### config.mk
export PLATFORM = sky130hd
export DESIGN_NAME = pffp_port
export DESIGN_NICKNAME = d
export VERILOG_FILES = /design/src/design/pffp_pkg.sv /design/src/design/pffp_fifo_if.sv /design/src/design/pffp_fifo.sv /design/src/design/pffp_port.sv
export SDC_FILE = /design/constraint.sdc
export NUM_CORES = 1
export LEC_CHECK = 0
export BUFFER_PORTS_ARGS = -buffer_cell sky130_fd_sc_hd__buf_2
export CAP_MARGIN = 0
export CORE_MARGIN = 3
export CORE_UTILIZATION = 44
export CTS_BUF_LIST = sky130_fd_sc_hd__clkbuf_16
export DETAILED_ROUTE_END_ITERATION = 8
export SYNTH_ARGS = -nofsm -noshare
export SYNTH_HDL_FRONTEND = slang
export SYNTH_SLANG_ARGS = --single-unit
### constraint.sdc
create_clock -name i_clk -period 10.8 [get_ports i_clk]
set_input_delay 1.62 -clock i_clk [delete_from_list [all_inputs] [get_ports i_clk]]
set_output_delay 1.62 -clock i_clk [all_outputs]
set_load 0.05 [all_outputs]
### src/design/pffp_pkg.sv
// constants shared by the parallel flash programming port
package pffp_pkg;
	localparam int BYTE_W = 8;
	localparam int ADDR_W = 32;
	localparam int OP_W = 4;
	localparam int TYPE_W = 4;
	localparam int PAGE_OFS_W = 7;
	localparam int FIFO_DEPTH = 8;
	localparam int REQ_W = OP_W + ADDR_W + BYTE_W;
	// transfer type selector codes
	localparam logic [TYPE_W-1:0] TYPE_CMD = 4'h0;
	localparam logic [TYPE_W-1:0] TYPE_ADDRESS_BYTE_0 = 4'h1;
	localparam logic [TYPE_W-1:0] TYPE_ADDRESS_BYTE_3 = 4'h4;
	localparam logic [TYPE_W-1:0] TYPE_DATA = 4'h5;
	// command byte codes
	localparam logic [BYTE_W-1:0] CMD_READ = 8'h11;
	localparam logic [BYTE_W-1:0] CMD_WP = 8'h12;
	localparam logic [BYTE_W-1:0] CMD_WPL = 8'h22;
	localparam logic [BYTE_W-1:0] CMD_EWP = 8'h32;
	localparam logic [BYTE_W-1:0] CMD_ERASE_WRITE_LOCK_CMD = 8'h42;
	localparam logic [BYTE_W-1:0] CMD_EA = 8'h13;
	localparam logic [BYTE_W-1:0] CMD_LOCK_SET = 8'h14;
	localparam logic [BYTE_W-1:0] CMD_LOCK_CLR = 8'h24;
	localparam logic [BYTE_W-1:0] CMD_LOCK_GET = 8'h15;
	localparam logic [BYTE_W-1:0] CMD_NVM_SET = 8'h34;
	localparam logic [BYTE_W-1:0] CMD_NVM_CLR = 8'h44;
	localparam logic [BYTE_W-1:0] CMD_NVM_GET = 8'h25;
	localparam logic [BYTE_W-1:0] CMD_SEC_SET = 8'h54;
	localparam logic [BYTE_W-1:0] CMD_SEC_GET = 8'h35;
	localparam logic [BYTE_W-1:0] CMD_VER_GET = 8'h1E;
	localparam logic [BYTE_W-1:0] CMD_NONE = 8'h00;
	// operations handed to the flash engine
	localparam logic [OP_W-1:0] OP_NONE = 4'h0;
	localparam logic [OP_W-1:0] OP_READ = 4'h1;
	localparam logic [OP_W-1:0] OP_WRITE = 4'h2;
	localparam logic [OP_W-1:0] OP_COMMIT = 4'h3;
	localparam logic [OP_W-1:0] OP_ERASE_ALL = 4'h4;
	localparam logic [OP_W-1:0] OP_LOCK_SET = 4'h5;
	localparam logic [OP_W-1:0] OP_LOCK_CLR = 4'h6;
	localparam logic [OP_W-1:0] OP_LOCK_GET = 4'h7;
	localparam logic [OP_W-1:0] OP_NVM_SET = 4'h8;
	localparam logic [OP_W-1:0] OP_NVM_CLR = 4'h9;
	localparam logic [OP_W-1:0] OP_NVM_GET = 4'hA;
	localparam logic [OP_W-1:0] OP_SEC_SET = 4'hB;
	localparam logic [OP_W-1:0] OP_SEC_GET = 4'hC;
	localparam logic [OP_W-1:0] OP_VER_GET = 4'hD;
	// flag bits in the data byte of a page commit
	localparam int COMMIT_ERASE_BIT = 0;
	localparam int COMMIT_LOCK_BIT = 1;
	localparam logic [ADDR_W-1:0] ADDR_RESET = 32'h0000_0000;
	localparam logic [BYTE_W-1:0] BYTE_RESET = 8'h00;
	localparam logic [ADDR_W-1:0] ADDR_STEP = 32'h0000_0001;
endpackage : pffp_pkg

### src/design/pffp_fifo_if.sv
// request queue carrier between the port and its fifo
`timescale 1ns/100ps
interface pffp_fifo_if #(parameter int W = pffp_pkg::REQ_W) ();
	logic push_valid;
	logic push_ready;
	logic [W-1:0] push_data;
	logic pop_valid;
	logic pop_ready;
	logic [W-1:0] pop_data;
	modport fill (output push_valid, output push_data, input push_ready,
		input pop_valid, input pop_data, output pop_ready);
	modport store (input push_valid, input push_data, output push_ready,
		output pop_valid, output pop_data, input pop_ready);
endinterface : pffp_fifo_if

### src/design/pffp_fifo.sv
// synchronous fifo with valid/ready on both sides
`timescale 1ns/100ps
module pffp_fifo #(
	parameter int W = pffp_pkg::REQ_W,
	parameter int DEPTH = pffp_pkg::FIFO_DEPTH
) (
	input wire logic i_clk,
	input wire logic i_rst,
	pffp_fifo_if.store q
);
	localparam int AW = $clog2(DEPTH);
	logic [W-1:0] mem [DEPTH];
	logic [AW:0] wr_ptr;
	logic [AW:0] rd_ptr;
	logic full;
	logic empty;

	// extra pointer bit tells full from empty
	assign empty = (wr_ptr == rd_ptr);
	assign full = (wr_ptr[AW] != rd_ptr[AW]) &&
		(wr_ptr[AW-1:0] == rd_ptr[AW-1:0]);
	assign q.push_ready = !full;
	assign q.pop_valid = !empty;
	assign q.pop_data = mem[rd_ptr[AW-1:0]];

	always_ff @(posedge i_clk) begin
		if (q.push_valid && !full) begin
			mem[wr_ptr[AW-1:0]] <= q.push_data;
		end
	end

	always_ff @(posedge i_clk) begin
		if (i_rst) begin
			wr_ptr <= '0;
		end else if (q.push_valid && !full) begin
			wr_ptr <= wr_ptr + 1'b1;
		end
	end

	always_ff @(posedge i_clk) begin
		if (i_rst) begin
			rd_ptr <= '0;
		end else if (q.pop_ready && !empty) begin
			rd_ptr <= rd_ptr + 1'b1;
		end
	end
endmodule : pffp_fifo

### src/design/pffp_port.sv
// parallel flash programming port: handshake, decode, page buffer control
`timescale 1ns/100ps
module pffp_port #(
	parameter int PAGE_OFS_W = pffp_pkg::PAGE_OFS_W,
	parameter int FIFO_DEPTH = pffp_pkg::FIFO_DEPTH
) (
	input wire logic i_clk,
	input wire logic i_rst,
	input wire logic i_test_strap,
	input wire logic i_prog_strap_0,
	input wire logic i_prog_strap_1,
	input wire logic i_prog_strap_2,
	input wire logic i_main_clock_in_fast,
	output logic o_use_main_clock_in,
	input wire logic i_command_strobe_n,
	input wire logic i_output_enable_n,
	input wire logic [pffp_pkg::TYPE_W-1:0] i_transfer_type_sel,
	input wire logic [pffp_pkg::BYTE_W-1:0] i_prog_data_bus,
	output logic [pffp_pkg::BYTE_W-1:0] o_prog_data_bus,
	output logic o_prog_data_bus_oe,
	output logic o_port_ready_out,
	output logic o_port_ready_oe,
	output logic o_data_valid_n,
	output logic o_data_valid_oe,
	output logic o_op_valid,
	input wire logic i_op_ready,
	output logic [pffp_pkg::OP_W-1:0] o_op_code,
	output logic [pffp_pkg::ADDR_W-1:0] o_op_addr,
	output logic [pffp_pkg::BYTE_W-1:0] o_op_data,
	input wire logic i_rsp_valid,
	input wire logic [pffp_pkg::BYTE_W-1:0] i_rsp_data
);
	typedef enum logic [3:0] {
		ST_OFF, ST_IDLE, ST_FLUSH, ST_ISSUE, ST_RSP, ST_OE_LO,
		ST_DRIVE, ST_REL, ST_STB_HI
	} pffp_state_e;

	pffp_state_e state;
	pffp_state_e next_state;
	logic strap_taken;
	logic clk_chosen;
	logic in_mode;
	logic [pffp_pkg::TYPE_W-1:0] lat_type;
	logic [pffp_pkg::BYTE_W-1:0] lat_byte;
	logic [pffp_pkg::BYTE_W-1:0] cmd;
	logic [pffp_pkg::ADDR_W-1:0] addr;
	logic [pffp_pkg::BYTE_W-1:0] rd_byte;
	logic dirty;
	logic need_commit;
	logic [pffp_pkg::ADDR_W-PAGE_OFS_W-1:0] buf_page;
	logic [pffp_pkg::BYTE_W-1:0] buf_cmd;
	logic is_write_cmd;
	logic is_read_cmd;
	logic [pffp_pkg::OP_W-1:0] data_op;
	logic strobe_take;
	logic commit_push;
	logic op_push;
	logic [pffp_pkg::BYTE_W-1:0] commit_flags;
	logic [pffp_pkg::OP_W-1:0] push_op;
	logic [pffp_pkg::ADDR_W-1:0] push_addr;
	logic [pffp_pkg::BYTE_W-1:0] push_byte;

	pffp_fifo_if #(.W(pffp_pkg::REQ_W)) req_q ();

	pffp_fifo #(.W(pffp_pkg::REQ_W), .DEPTH(FIFO_DEPTH)) u_req_fifo (
		.i_clk(i_clk),
		.i_rst(i_rst),
		.q(req_q.store)
	);

	// command decode to engine operation
	always_comb begin
		unique case (cmd)
			pffp_pkg::CMD_READ: data_op = pffp_pkg::OP_READ;
			pffp_pkg::CMD_WP, pffp_pkg::CMD_WPL,
			pffp_pkg::CMD_EWP, pffp_pkg::CMD_ERASE_WRITE_LOCK_CMD:
				data_op = pffp_pkg::OP_WRITE;
			pffp_pkg::CMD_EA: data_op = pffp_pkg::OP_ERASE_ALL;
			pffp_pkg::CMD_LOCK_SET: data_op = pffp_pkg::OP_LOCK_SET;
			pffp_pkg::CMD_LOCK_CLR: data_op = pffp_pkg::OP_LOCK_CLR;
			pffp_pkg::CMD_LOCK_GET: data_op = pffp_pkg::OP_LOCK_GET;
			pffp_pkg::CMD_NVM_SET: data_op = pffp_pkg::OP_NVM_SET;
			pffp_pkg::CMD_NVM_CLR: data_op = pffp_pkg::OP_NVM_CLR;
			pffp_pkg::CMD_NVM_GET: data_op = pffp_pkg::OP_NVM_GET;
			pffp_pkg::CMD_SEC_SET: data_op = pffp_pkg::OP_SEC_SET;
			pffp_pkg::CMD_SEC_GET: data_op = pffp_pkg::OP_SEC_GET;
			pffp_pkg::CMD_VER_GET: data_op = pffp_pkg::OP_VER_GET;
			default: data_op = pffp_pkg::OP_NONE;
		endcase
	end

	assign is_write_cmd = (data_op == pffp_pkg::OP_WRITE);
	// queries answer through a read handshake
	assign is_read_cmd = (data_op == pffp_pkg::OP_READ) ||
		(data_op == pffp_pkg::OP_LOCK_GET) ||
		(data_op == pffp_pkg::OP_NVM_GET) ||
		(data_op == pffp_pkg::OP_SEC_GET) ||
		(data_op == pffp_pkg::OP_VER_GET);

	assign commit_flags = {{(pffp_pkg::BYTE_W-2){1'b0}},
		(buf_cmd == pffp_pkg::CMD_WPL) || (buf_cmd == pffp_pkg::CMD_ERASE_WRITE_LOCK_CMD),
		(buf_cmd == pffp_pkg::CMD_EWP) || (buf_cmd == pffp_pkg::CMD_ERASE_WRITE_LOCK_CMD)};

	// strap sampled once after reset release, never under reset
	always_ff @(posedge i_clk) begin
		if (i_rst) begin
			strap_taken <= 1'b0;
			in_mode <= 1'b0;
		end else if (!strap_taken) begin
			strap_taken <= 1'b1;
			in_mode <= i_test_strap && i_prog_strap_0 &&
				i_prog_strap_1 && !i_prog_strap_2;
		end
	end

	assign strobe_take = (state == ST_IDLE) && !i_command_strobe_n;

	// latch type and byte on the falling strobe
	always_ff @(posedge i_clk) begin
		if (i_rst) begin
			lat_type <= pffp_pkg::TYPE_CMD;
			lat_byte <= pffp_pkg::BYTE_RESET;
		end else if (strobe_take) begin
			lat_type <= i_transfer_type_sel;
			lat_byte <= i_prog_data_bus;
		end
	end

	// only the first strobe decides; later ones ignore the clock pin
	always_ff @(posedge i_clk) begin
		if (i_rst) begin
			o_use_main_clock_in <= 1'b0;
			clk_chosen <= 1'b0;
		end else if (strobe_take && !clk_chosen) begin
			o_use_main_clock_in <= i_main_clock_in_fast;
			clk_chosen <= 1'b1;
		end
	end

	// page commit decided at latch time
	always_ff @(posedge i_clk) begin
		if (i_rst) begin
			need_commit <= 1'b0;
		end else if (strobe_take) begin
			if (i_transfer_type_sel == pffp_pkg::TYPE_CMD) begin
				need_commit <= dirty;
			end else if (i_transfer_type_sel == pffp_pkg::TYPE_DATA) begin
				need_commit <= dirty && (!is_write_cmd ||
					addr[pffp_pkg::ADDR_W-1:PAGE_OFS_W] != buf_page);
			end else begin
				need_commit <= 1'b0;
			end
		end else if (commit_push && req_q.push_ready) begin
			need_commit <= 1'b0;
		end
	end

	assign commit_push = (state == ST_FLUSH) && need_commit;
	assign op_push = (state == ST_ISSUE) &&
		(lat_type == pffp_pkg::TYPE_DATA) &&
		(data_op != pffp_pkg::OP_NONE);

	always_comb begin
		if (commit_push) begin
			push_op = pffp_pkg::OP_COMMIT;
			push_addr = {buf_page, {PAGE_OFS_W{1'b0}}};
			push_byte = commit_flags;
		end else begin
			push_op = data_op;
			push_addr = addr;
			push_byte = lat_byte;
		end
	end

	assign req_q.push_valid = commit_push || op_push;
	assign req_q.push_data = {push_op, push_addr, push_byte};
	assign o_op_valid = req_q.pop_valid;
	assign req_q.pop_ready = i_op_ready;
	assign o_op_code = req_q.pop_data[pffp_pkg::REQ_W-1 -:
		pffp_pkg::OP_W];
	assign o_op_addr = req_q.pop_data[pffp_pkg::BYTE_W +:
		pffp_pkg::ADDR_W];
	assign o_op_data = req_q.pop_data[pffp_pkg::BYTE_W-1:0];

	// page load buffer bookkeeping
	always_ff @(posedge i_clk) begin
		if (i_rst) begin
			dirty <= 1'b0;
			buf_page <= '0;
			buf_cmd <= pffp_pkg::CMD_NONE;
		end else if (commit_push && req_q.push_ready) begin
			dirty <= 1'b0;
		end else if (op_push && req_q.push_ready && is_write_cmd) begin
			dirty <= 1'b1;
			buf_page <= addr[pffp_pkg::ADDR_W-1:PAGE_OFS_W];
			buf_cmd <= cmd;
		end
	end

	// command register; flush happens before the new one applies
	always_ff @(posedge i_clk) begin
		if (i_rst) begin
			cmd <= pffp_pkg::CMD_NONE;
		end else if (state == ST_ISSUE &&
				lat_type == pffp_pkg::TYPE_CMD) begin
			cmd <= lat_byte;
		end
	end

	// address bytes, then auto increment per data byte of a read or write command
	always_ff @(posedge i_clk) begin
		if (i_rst) begin
			addr <= pffp_pkg::ADDR_RESET;
		end else if (state == ST_ISSUE) begin
			if (lat_type >= pffp_pkg::TYPE_ADDRESS_BYTE_0 &&
					lat_type <= pffp_pkg::TYPE_ADDRESS_BYTE_3) begin
				addr[(lat_type - pffp_pkg::TYPE_ADDRESS_BYTE_0) *
					pffp_pkg::BYTE_W +: pffp_pkg::BYTE_W] <= lat_byte;
			end else if (op_push && req_q.push_ready &&
					(is_write_cmd || data_op == pffp_pkg::OP_READ)) begin
				addr <= addr + pffp_pkg::ADDR_STEP;
			end
		end
	end

	always_ff @(posedge i_clk) begin
		if (i_rst) begin
			rd_byte <= pffp_pkg::BYTE_RESET;
		end else if (state == ST_RSP && i_rsp_valid) begin
			rd_byte <= i_rsp_data;
		end
	end

	// handshake sequencer: pin levels, queue space and engine responses advance it
	always_comb begin
		next_state = state;
		unique case (state)
			ST_OFF: if (in_mode) next_state = ST_IDLE;
			ST_IDLE: if (strobe_take) next_state = ST_FLUSH;
			ST_FLUSH: if (!need_commit || req_q.push_ready) begin
				next_state = ST_ISSUE;
			end
			ST_ISSUE: begin
				if (op_push && !req_q.push_ready) begin
					next_state = ST_ISSUE;
				end else if (op_push && is_read_cmd) begin
					next_state = ST_RSP;
				end else begin
					next_state = ST_STB_HI;
				end
			end
			ST_RSP: if (i_rsp_valid) next_state = ST_OE_LO;
			ST_OE_LO: if (!i_output_enable_n) next_state = ST_DRIVE;
			ST_DRIVE: if (i_output_enable_n) next_state = ST_REL;
			ST_REL: next_state = ST_STB_HI;
			ST_STB_HI: if (i_command_strobe_n) next_state = ST_IDLE;
			default: next_state = ST_OFF;
		endcase
	end

	always_ff @(posedge i_clk) begin
		if (i_rst) begin
			state <= ST_OFF;
		end else begin
			state <= next_state;
		end
	end

	// pins stay inputs until the strap selects the mode
	assign o_port_ready_oe = in_mode;
	assign o_data_valid_oe = in_mode;
	assign o_port_ready_out = (state == ST_IDLE);
	assign o_data_valid_n = (state != ST_DRIVE);
	assign o_prog_data_bus_oe = (state == ST_DRIVE);
	assign o_prog_data_bus = rd_byte;
endmodule : pffp_port

### Yosys cells after proc, flatten, opt, wreduce, memory -nomap -nowiden

Memory sizes are Yosys's and may differ from the RTL's. A register that Yosys moved wholly into a read port is not among the register bits.
Cells that the tools add are included.

| storage, ports and cells | value |
|---|---|
| latch bits | 0 |
| memory bits (read-only) | 0 |
| memories | 1 |
| register bits after elaboration | 111 |
| word-level logic and storage cells | 148 |
| RAM bits | 352 |
| output and inout bits | 59 |

| operators by class | value |
|---|---|
| multiply operators | 0 |
| shift-type cells | 2 |
| add/subtract/negate cells | 5 |
| equal/unequal tests | 46 |
| mux-type cells | 26 |
| reductions and logical operators | 49 |
| div/mod/pow operators | 0 |
| bitwise gates (word level) | 1 |
| order comparisons | 2 |

Memory list:

| name | depth | width | rd ports | clocked after memory_dff | write ports | line | text |
|---|---|---|---|---|---|---|---|
| u_req_fifo.mem | 8 | 44 | 1 | 1 | 1 | pffp_fifo.sv:12 | `logic [W-1:0] mem [DEPTH];` |

Operators with widths:

| operator | number |
|---|---|
| $mux W32 | 3 |
| $eq A8 B6 Y1 const B | 8 |
| $eq A8 B5 Y1 const B | 6 |
| $pmux W4 S12 | 1 |
| $mux W4 | 10 |
| $pmux W4 S9 | 1 |
| $neg A32 Y34 | 1 |
| $shift A8 B34 Y32 const A | 1 |
| $shiftx A8 B34 Y32 | 1 |
| $add A32 B1 Y32 const B | 1 |
| $bwmux W32 | 1 |
| $eq A8 B7 Y1 const B | 4 |
| $eq A4 B3 Y1 const B | 7 |
| $ne A25 B25 Y1 | 1 |
| $logic_and A1 B1 Y1 | 21 |
| $eq A4 B4 Y1 const B | 4 |
| $eq A4 B2 Y1 const B | 3 |
| $logic_not A4 Y1 | 3 |
| $logic_or A1 B1 Y1 | 10 |
| $ne A2 B2 Y1 const B | 5 |
| $add A4 B1 Y4 const B | 2 |
| $eq A4 B1 Y1 const B | 2 |
| $mux W8 | 1 |
| $logic_not A1 Y1 | 7 |
| other kinds (17) | 27 |

### Longest topological paths before layout

Gate-level depths: netlist (run 1).

| depth | value |
|---|---|
| depth in word-level cells | 12 |
| mapped depth | 17 |
| mapped depth without buffers | 14 |

### Modules after synthesis

Synthesis (run 1) repeated with hierarchy kept, for this count alone.

| second synthesis, totals | value |
|---|---|
| cell total of the unflattened synthesis | 1475 |
| area, all modules | 20576.0 µm² |

Modules (own cells, without submodules):

| module | area an instance (µm²) | times used | cells an instance |
|---|---|---|---|
| pffp_fifo | 14015.9 | 1 | 594 |
| pffp_port | 6560.0 | 1 | 881 |

### Worst setup path before layout (run 1)

Ideal clock, no wire load.

| timing path | value |
|---|---|
| kind | register to register |
| start | reg cmd[6] (netlist bit) |
| end | mem u_req_fifo.mem[4][0] (netlist bit), enable pin |
| required time | 10.229 ns |
| path slack | 3.729 ns |
| data arrival time | 6.500 ns |
| stages on the path, launching flop included | 8 |
| setup time | 0.571 ns |
| period minus slack after synthesis | 7.071 ns |
| path through | dfxtp_1 clkbuf_1 or4b_2 a2111oi_0 a2111oi_0 nor2b_1 o21ai_1 nor4b_1 |

| on the way | value |
|---|---|
| word-level cells in the longest chain between the ends | 9 |

RTL lines:

| element | line | text |
|---|---|---|
| from (decl) | pffp_port.sv:45 | `logic [pffp_pkg::BYTE_W-1:0] cmd;` |
| from (signal assigned) | pffp_port.sv:203 | `cmd <= pffp_pkg::CMD_NONE;` |
| from (signal assigned) | pffp_port.sv:206 | `cmd <= lat_byte;` |
| $eq A8 B5 Y1 (tied with other cells) | pffp_port.sv:73 | `unique case (cmd)` |
| $reduce_or A4 Y1 | pffp_port.sv:73 |  |
| $pmux W4 S12 * | pffp_port.sv:73 |  |
| $reduce_bool A4 Y1 * | pffp_port.sv:161 | `(data_op != pffp_pkg::OP_NONE);` |
| $logic_and A1 B1 Y1 * | pffp_port.sv:160 | `(lat_type == pffp_pkg::TYPE_DATA) &&` |
| $logic_or A1 B1 Y1 * | pffp_port.sv:175 | `assign req_q.push_valid = commit_push \|\| op_push;` |
| $logic_and A1 B1 Y1 * | pffp_fifo.sv:27 | `if (q.push_valid && !full) begin` |
| $mux W1 * | pffp_fifo.sv:27 |  |
| $mux W1 (implied by the code) * | pffp_fifo.sv:28 | `mem[wr_ptr[AW-1:0]] <= q.push_data;` |
| to (decl) | pffp_fifo.sv:12 |  |

Every way passes the cells marked *; elsewhere a longest branch is shown, timed or not.

==> flow_metrics.tcl, run 1 <==
set metrics [dict create \
    floorplan.initialDensity_pct 44.9 \
    critical_path_class "flip-flop to primary output" \
    seq_area_frac_synth_pct 64.1 \
    synth_fp_nets 1483 \
    worst_pin_slew_ns 1.27 \
    startpoint_type "flip-flop" \
    drtPass1Iterations 5 \
    ant_nets 0 \
    wl_um 45200 \
    antenna_found_initial 0 \
    vias_per_cell 5.68 \
    cp_max_fo 45 \
    timing.fmax_ghz 0.193 \
    cts-root-buf "clkbuf_16" \
    ys_types 71 \
    grt_pass1_vias 11841 \
    grt_start_max_net_pins 83 \
    power_leakage_nw 7.26 \
    rsz0062_at_grt "no" \
    die_h_um 219 \
    ios 90 \
    die_area_sq_mm 0.0482 \
    fin_nets 1532 \
    synthCells 1439 \
    clock_sinks 466 \
    drv_cap 0 \
    fin_crit_sh_pct 47.9 \
    cts_resized 0 \
    layout_commonest_cell "edfxtp_1" \
    hold_class "flip-flop to flip-flop" \
    globalplace.congestion 0.813 \
    synth_seq_cells 466 \
    layout-drive-gt1-share_pct 21.8 \
    finalNonFillerCells 2117 \
    skew_ns 0.0198 \
    yosysWarnings 0 \
    drcViolationCount 0 \
    tns_ns 0 \
    track_usage_pct 19.0 \
    num_rows 77 \
    wl_per_cell_um 21.3 \
    hold_viol_final 0 \
    clk_pin_slew_worst_paths_ns 0.06 \
    pwr_density_cell_mw_per_mm2 166 \
    grt_pass1_wl_um 70000 \
    drv_slew 0 \
    finalSetupViolCount 0 \
    vias 12030 \
    cts-htree-levels 2 \
    first_iter_violations 1087 \
    cts_buffers 47 \
    seqCellArea_sq_mm 0.0129 \
    place_inst 2031 \
    final_cell_mix "edfxtp_1 (352), nand2_1 (177), dfxtp_1 (111)" \
    n_antenna_cell 0 \
    period_minus_slack_ns 5.17 \
    io_buffers 89 \
    ctsHoldBuffers 0 \
    crit_path_end_kind "primary output" \
    netlist_area_sq_mm 0.0201 \
    grt_overflow 0 \
    yosys_most_used_dff "edfxtp_1" \
    synth.avg_cell_area_sq_um 13.9 \
    cts_tree "done" \
    async_flop_share_pct 0 \
    synth-edff-count 352 \
    crit_arrival_ns 3.55 \
    core_area_sq_mm 0.0446 \
    slew_headroom_pct 14.7 \
    syn_to_final_growth_pct 12.3 \
    cts_setup_buffers 0 \
    fillCellCount 3771 \
    outcome "finished, final reports clean" \
    multiInputGateArea_sq_mm 0.00680 \
    cts_buffer_depth 3 \
    critPathRequiredTime_ns 9.18 \
    clk-insertion-delay-late_ns 0.59 \
    die_x_um 219 \
    ir_drop_uv 113 \
    dp.final_hpwl_um 26400 \
]
[report_power, final]
| group | internal, W | total (W) | leakage, nW | switching (W) |
|---|---|---|---|---|
| Combinational | 0.0000721 | 0.000222 | 2.42 | 0.000150 |
| Sequential | 0.00192 | 0.00196 | 4.11 | 0.0000367 |
| Clock | 0.000871 | 0.00155 | 0.739 | 0.000676 |
| Total | 0.00287 | 0.00373 | 7.26 | 0.000862 |
[synthesized netlist by cell type (3+ instances only)]
master / instances / area share [%]
edfxtp_1: 352 / 53
nand2_1: 177 / 3.3
dfxtp_1: 114 / 11
mux4_2: 88 / 9.9
clkbuf_1: 86 / 1.6
a21oi_1: 83 / 2.1
nor2_1: 70 / 1.3
mux2_2: 45 / 2.5
xnor2_1: 40 / 1.7
nand3_1: 32 / 0.80
o21ai_0: 23 / 0.57
nor3_1: 22 / 0.55
a211oi_1: 18 / 0.67
inv_1: 18 / 0.34
mux2i_1: 18 / 0.90
and2_1: 17 / 0.53
xor2_1: 17 / 0.74
o22ai_1: 15 / 0.47
buf_1: 13 / 0.24
ha_1: 13 / 0.81
nand4_1: 13 / 0.41
or3_1: 12 / 0.37
nor4_1: 11 / 0.34
nor2b_1: 9 / 0.28
a31oi_1: 8 / 0.25
and4_1: 8 / 0.35
nor4b_1: 7 / 0.31
o21a_1: 7 / 0.26
o32ai_1: 7 / 0.31
and3_1: 6 / 0.19
nand2b_1: 6 / 0.19
nand4b_1: 5 / 0.22
nor3b_1: 5 / 0.19
o31ai_1: 5 / 0.19
a2111oi_0: 4 / 0.17
buf_2: 4 / 0.10
or2_2: 4 / 0.12
a211o_1: 3 / 0.13
a221oi_1: 3 / 0.13
a22o_1: 3 / 0.13
a311oi_1: 3 / 0.13
a41oi_1: 3 / 0.13
or4_1: 3 / 0.11
or4b_2: 3 / 0.15
[cell type report]
cell class              instances  area share, %
clock buffers                  47           5.22
clock inverters                39           1.32
inverters                      18          0.300
multi-input cells             848           30.2
flip-flops and latches        466           57.1
well taps                     592           3.29
repair buffers                107           2.59
[path summary, 6_finish.rpt]
path	startpoint	to	slack, ns	cells after the start
setup / recovery	flip-flop	o_op_addr[3]	5.63	4
hold / removal	dirty	need_commit	0.47	2
setup reg to reg	lat_type[0]	addr[29]	5.99	14
hold reg to reg	dirty	need_commit	0.47	2
[stage by stage]
stage                     cell area, sq um  hold WS [ns]  util [%]  worst slack (ns)  total power (W)
after global placement               21100         0.449      47.2              6.13          0.00221
final                                22500         0.468      50.5              5.63          0.00373
after CTS                            22500         0.473      50.5              5.45          0.00377
after detailed placement             21100         0.460      47.2              6.10          0.00222
after floorplan                      20100         0.432         -              3.73          0.00215
after global routing                 22500         0.490      50.5              5.30          0.00387
[layer usage]
layer	vias to the layer above	GRT usage, %	routed length (um)
met4	0	5.36	1020
li1	5586	-	-
met1	6011	28.0	20500
met3	64	2.66	2710
met5	-	0	0
met2	369	29.7	21000
[worst max-delay path, cell delays in order (launching register included)]
cell and delay [ns]:
dfxtp_4 0.96, buf_4 0.83, mux4_2 0.60, mux2_2 0.30, buf_2 0.22
[sequential cells by signal (all words and copies together) (netlist names), 4 cells and up, named ones only]
signal,cells
addr,32
buf_cmd,8
buf_page,25
cmd,8
lat_byte,8
lat_type,4
o_prog_data_bus,8
state,4
u_req_fifo.mem,352
u_req_fifo.rd_ptr,4
u_req_fifo.wr_ptr,4
[kinds of logic after synthesis]
logic type	Yosys count	share of synthesized area (%)
flip-flops	466	64.1
multiplexers	151	13.3
adder cells (fa/ha/maj)	13	0.811
XOR/XNOR	57	2.49
AO/OA/AOI/OAI	207	6.63
buffers and inverters	125	2.41
AND/OR/NAND/NOR	420	10.2
No activity file was read; power rests on OpenSTA's default activity.
==> inputs of run 2 (changes only) <==
Clock period 10.8 ns to 5.1 ns, I/O delays scaled along.
==> run 2 against run 1 <==
Global-route usage is 0.58 points higher. Design area is 1.4% higher. Clock power is 130% higher. Combinational power is 120% higher. Sequential cell count stayed put. Register-to-register slack worse by 5.5 ns. Clock skew is 0.011 ns lower.
==> flow_metrics.tcl, run 2 (synthesized netlist as in run 1, its figures left out) <==
set metrics [dict create \
    cts_setup_buffers 0 \
    core_area_sq_mm 0.0446 \
    crit_arrival_ns 5.07 \
    period_minus_slack_ns 4.59 \
    num_rows 77 \
    ir_drop_uv 252 \
    finalPower_w 0.00819 \
    ios 90 \
    startpoint_type "flip-flop" \
    critical_path_class "flip-flop to flip-flop" \
    hold_class "primary input to flip-flop" \
    clk_pin_slew_worst_paths_ns 0.07 \
    grt_start_max_net_pins 89 \
    cts-htree-levels 2 \
    cp_max_fo 16 \
    outcome "finished, final reports clean" \
    ant_nets 0 \
    floorplan.initialDensity_pct 44.9 \
    die_x_um 219 \
    cts_buffer_depth 3 \
    crit_path_end_kind "flip-flop" \
    track_usage_pct 19.6 \
    layout-drive-gt1-share_pct 22.6 \
    n_antenna_cell 0 \
    vias_per_cell 5.72 \
    cts_buffers 48 \
    power_leakage_nw 7.41 \
    die_h_um 219 \
    drv_slew 0 \
    cp_cell_sequence "buf_4 > inv_1 > ha_1 > xor2_1 > or3_1 > ha_1 > or4b_2 > nor4_1 > o211ai_1 > nor3_1 > a21oi_1 > o32ai_1" \
    rsz0062_at_grt "no" \
    slowest_stage "or4b_2" \
    ctsHoldBuffers 0 \
    drv_cap 0 \
    grt_pass1_vias 12111 \
    cts_resized 0 \
    timing.fmax_ghz 0.218 \
    antenna_found_initial 0 \
    final_cell_mix "edfxtp_1 (352), nand2_1 (177), dfxtp_1 (111)" \
    fin_nets 1539 \
    wl_um 46400 \
    layout_commonest_cell "edfxtp_1" \
    finalNonFillerCells 2126 \
    clk-insertion-delay-late_ns 0.58 \
    clock_sinks 466 \
    fin_crit_sh_pct 90.0 \
    drtPass1Iterations 5 \
    critPathMaxStageDelay_ns 0.67 \
    cts_tree "done" \
    dp.final_hpwl_um 27700 \
    syn_to_final_growth_pct 13.9 \
    critPathRequiredTime_ns 5.58 \
    cts-root-buf "clkbuf_16" \
    cpMostUsedCell "ha_1" \
    vias 12152 \
    finalSetupViolCount 0 \
    io_buffers 89 \
    hold_viol_final 0 \
    fillCellCount 3753 \
    die_area_sq_mm 0.0482 \
    first_iter_violations 1110 \
    skew_ns 0.00866 \
    wl_per_cell_um 21.8 \
    pwr_density_cell_mw_per_mm2 358 \
    grt_overflow 0 \
    slew_headroom_pct 30.6 \
    place_inst 2037 \
    drcViolationCount 0 \
    largest_reg_flops 352 \
    grt_pass1_wl_um 72500 \
    globalplace.congestion 0.903 \
    worst_pin_slew_ns 1.03 \
]
==> run 2: changes by cell type in the layout (fill, tap and decap cells not counted), sizes merged <==
cell and delta:
clkbuf +3, inv -1, buf +6, clkinvlp -3, bufinv +4
==> run 2: critical path, delay by kind of cell (launching register included) <==
family	cells	cell delay, ns
buffers and inverters	2	0.35
adders and majority gates	2	0.60
AOI/OAI and AO/OA	3	1.02
DFF	1	0.31
xor gates and xnor gates	1	0.24
and+or+nand+nor	4	1.98
==> run 2: metal layers <==
metal	global-route usage [%]	up-vias	share of wire, %
met3	3.13	70	4.6
met1	28.1	6177	46
met5	0	-	0
met2	31.0	304	47
met4	5.98	0	2.7
li1	-	5601	-
==> run 2: cell type report <==
class                           count  area [sq um]  area share, %
Sequential cell                   466         12900           56.3
Multi-Input combinational cell    848          6820           29.9
Clock buffer                       50          1250           5.48
Tap cell                          592           741           3.24
Timing Repair Buffer              113           728           3.19
Clock inverter                     39           370           1.62
Inverter                           18          67.6          0.296
==> run 2: path summary, 6_finish.rpt <==
kind	start	endpoint	slack, ns	depth (start not counted)
setup / recovery	lat_type[0]	addr[29]	0.51	12
setup reg to reg	lat_type[0]	addr[29]	0.51	12
hold / removal	i_main_clock_in_fast	o_use_main_clock_in	0.42	3
hold reg to reg	buf_cmd[1]	buf_cmd[1]	0.47	2
==> run 2: through the flow <==
stage | instance area (sq um) | setup slack [ns] | hold WS [ns] | TNS (ns) | utilization [%]
final | 22800 | 0.512 | 0.424 | 0 | 51.2
after global routing | 22800 | 0.182 | 0.407 | 0 | 51.2
after CTS | 22800 | 0.595 | 0.397 | 0 | 51.2
after detailed placement | 21200 | 0.617 | 0.460 | 0 | 47.6
after global placement | 21200 | 0.677 | 0.451 | 0 | 47.6
after floorplan | 20100 | -0.706 | 0.432 | -118.05 | -
==> run 2: report_power, final <==
group | switching [W] | total (W) | internal (W)
Clock | 0.00143 | 0.00356 | 0.00213
Combinational | 0.000322 | 0.000479 | 0.000156
Sequential | 0.0000743 | 0.00415 | 0.00407
Total | 0.00183 | 0.00819 | 0.00636
==> inputs of run 3 (changes only) <==
Settings changed: CORE_ASPECT_RATIO from default to 0.75, CORE_UTILIZATION 44 to 60, PLACE_DENSITY from default to 0.78.
==> run 3 against run 2 <==
Hold slack improved by 0.021 ns. Register-to-register slack improved by 0.04 ns. Global-route usage rose by 7.0 points. Highest routed layer unchanged. Cell count fell by 7.3%. Clock-buffer cell count fell by 5. Combinational power barely moved. Maximum frequency rose by 0.91%. Die area fell by 26%. Wire length rose by 0.53%. Clock skew rose by 0.017 ns. Utilization rose by 17 points. Critical path depth rose by 2.
==> flow_metrics.tcl, run 3 (synthesized netlist as in run 1, its figures left out) <==
set metrics [dict create \
    utilization_pct 68.4 \
    fin_crit_sh_pct 89.1 \
    drcViolationCount 0 \
    globalplace.congestion 0.907 \
    antenna_found_initial 0 \
    ant_nets 0 \
    largest_reg_flops 352 \
    timing.fmax_ghz 0.220 \
    drv_slew 0 \
    drv_cap 0 \
    startpoint_type "flip-flop" \
    die_x_um 217 \
    drtPass1Iterations 5 \
    period_minus_slack_ns 4.55 \
    grt_start_max_net_pins 58 \
    outcome "finished, final reports clean" \
    crit_path_end_kind "flip-flop" \
    cts_tree "done" \
    pwr_density_cell_mw_per_mm2 347 \
    skew_ns 0.0255 \
    vias 12529 \
    cts_resized 0 \
    critical_path_class "flip-flop to flip-flop" \
    worst_pin_slew_ns 1.27 \
    n_antenna_cell 0 \
    cts_buffers 43 \
    slowest_stage "nor3_1" \
    critPathRequiredTime_ns 5.55 \
    fillCellCount 2233 \
    crit_arrival_ns 5.00 \
    dp_slack_ns 0.703 \
    final_cell_mix "edfxtp_1 (352), nand2_1 (177), dfxtp_1 (111)" \
    wl_per_cell_um 23.7 \
    clk-insertion-delay-late_ns 0.57 \
    cp_cell_sequence "inv_1 > ha_1 > nor3_1 > a21oi_1 > nor2_1 > a31oi_1 > nand2b_1 > ha_1 > or4b_2 > nor4_1 > o211ai_1 > nor3_1 > a21oi_1 > o32ai_1" \
    routed-wl-met3_um 3760 \
    ctsHoldBuffers 0 \
    clk_pin_slew_worst_paths_ns 0.06 \
    cts_buffer_depth 3 \
    layout-drive-gt1-share_pct 22.2 \
    rsz0062_at_grt "no" \
    slew_headroom_pct 15.1 \
    cts-root-buf "clkbuf_16" \
    hold_viol_final 0 \
    power_leakage_nw 7.30 \
    critPathMaxStageDelay_ns 0.73 \
    ir_drop_uv 342 \
    setup_slack_ns 0.554 \
    finalNonFillerCells 1971 \
    wl_um 46600 \
    m1WireLength_um 20100 \
    fin_nets 1538 \
    fin_hold_ws_ns 0.444 \
    dp.final_hpwl_um 27600 \
    syn_to_final_growth_pct 11.5 \
    io_buffers 89 \
    grt_pass1_vias 12283 \
    cp_max_fo 12 \
    die_h_um 164 \
    cts_setup_buffers 0 \
    layout_commonest_cell "edfxtp_1" \
    hold_class "primary input to flip-flop" \
    finalPower_w 0.00776 \
    clock_sinks 466 \
    finalSetupViolCount 0 \
    place_inst 1891 \
    first_iter_violations 1623 \
    track_usage_pct 26.6 \
    met2_length_um 21500 \
    ios 90 \
    top_layer_used "met4" \
    vias_per_cell 6.36 \
    die_area_sq_mm 0.0357 \
    cts-htree-levels 2 \
    grt_pass1_wl_um 72400 \
    num_rows 57 \
    core_area_sq_mm 0.0327 \
    floorplan.initialDensity_pct 61.4 \
    grt_overflow 0 \
]
-- run 3: where the power goes --
group          internal (W)  switching (W)  total (W)
clock               0.00175        0.00138    0.00313
combinational      0.000156       0.000326   0.000482
sequential          0.00407      0.0000723    0.00415
total               0.00598        0.00178    0.00776
-- run 3: worst paths after layout --
kind | slack [ns] | start | endpoint | cells past startpoint
hold / removal | 0.44 | i_rsp_data[3] | o_prog_data_bus[3] | 3
setup / recovery | 0.55 | lat_type[1] | addr[29] | 14
hold reg to reg | 0.47 | buf_cmd[1] | buf_cmd[1] | 2
setup reg to reg | 0.55 | lat_type[1] | addr[29] | 14
-- run 3: critical path, delay by kind of cell (launching register included) --
family          cells  cell delay, ns
fa+ha+maj           2            0.57
flops               1            0.39
buf+inv             1            0.10
compound gates      5            1.23
simple gates        6            2.17
-- run 3: stage by stage --
step                      setup TNS [ns]  instance area (sq um)
after global routing                   0                  22300
after global placement                 0                  21000
after CTS                              0                  22300
after detailed placement               0                  21000
final                                  0                  22300
after floorplan                  -118.05                  20100
-- run 3: layer usage --
layer | vias up | track usage (%)
met5 | - | 0
met1 | 6289 | 39.4
met2 | 547 | 41.2
met4 | 0 | 7.85
met3 | 94 | 4.51
li1 | 5599 | -
-- run 3: final cells by class --
| class | count | area (sq um) | share of cell area, % |
|---|---|---|---|
| Sequential cell | 466 | 12900 | 57.6 |
| Multi-Input combinational cell | 848 | 6820 | 30.5 |
| Clock buffer | 45 | 1130 | 5.04 |
| Timing Repair Buffer | 117 | 671 | 3.00 |
| Tap cell | 442 | 553 | 2.47 |
| Clock inverter | 35 | 243 | 1.09 |
| Inverter | 18 | 67.6 | 0.302 |
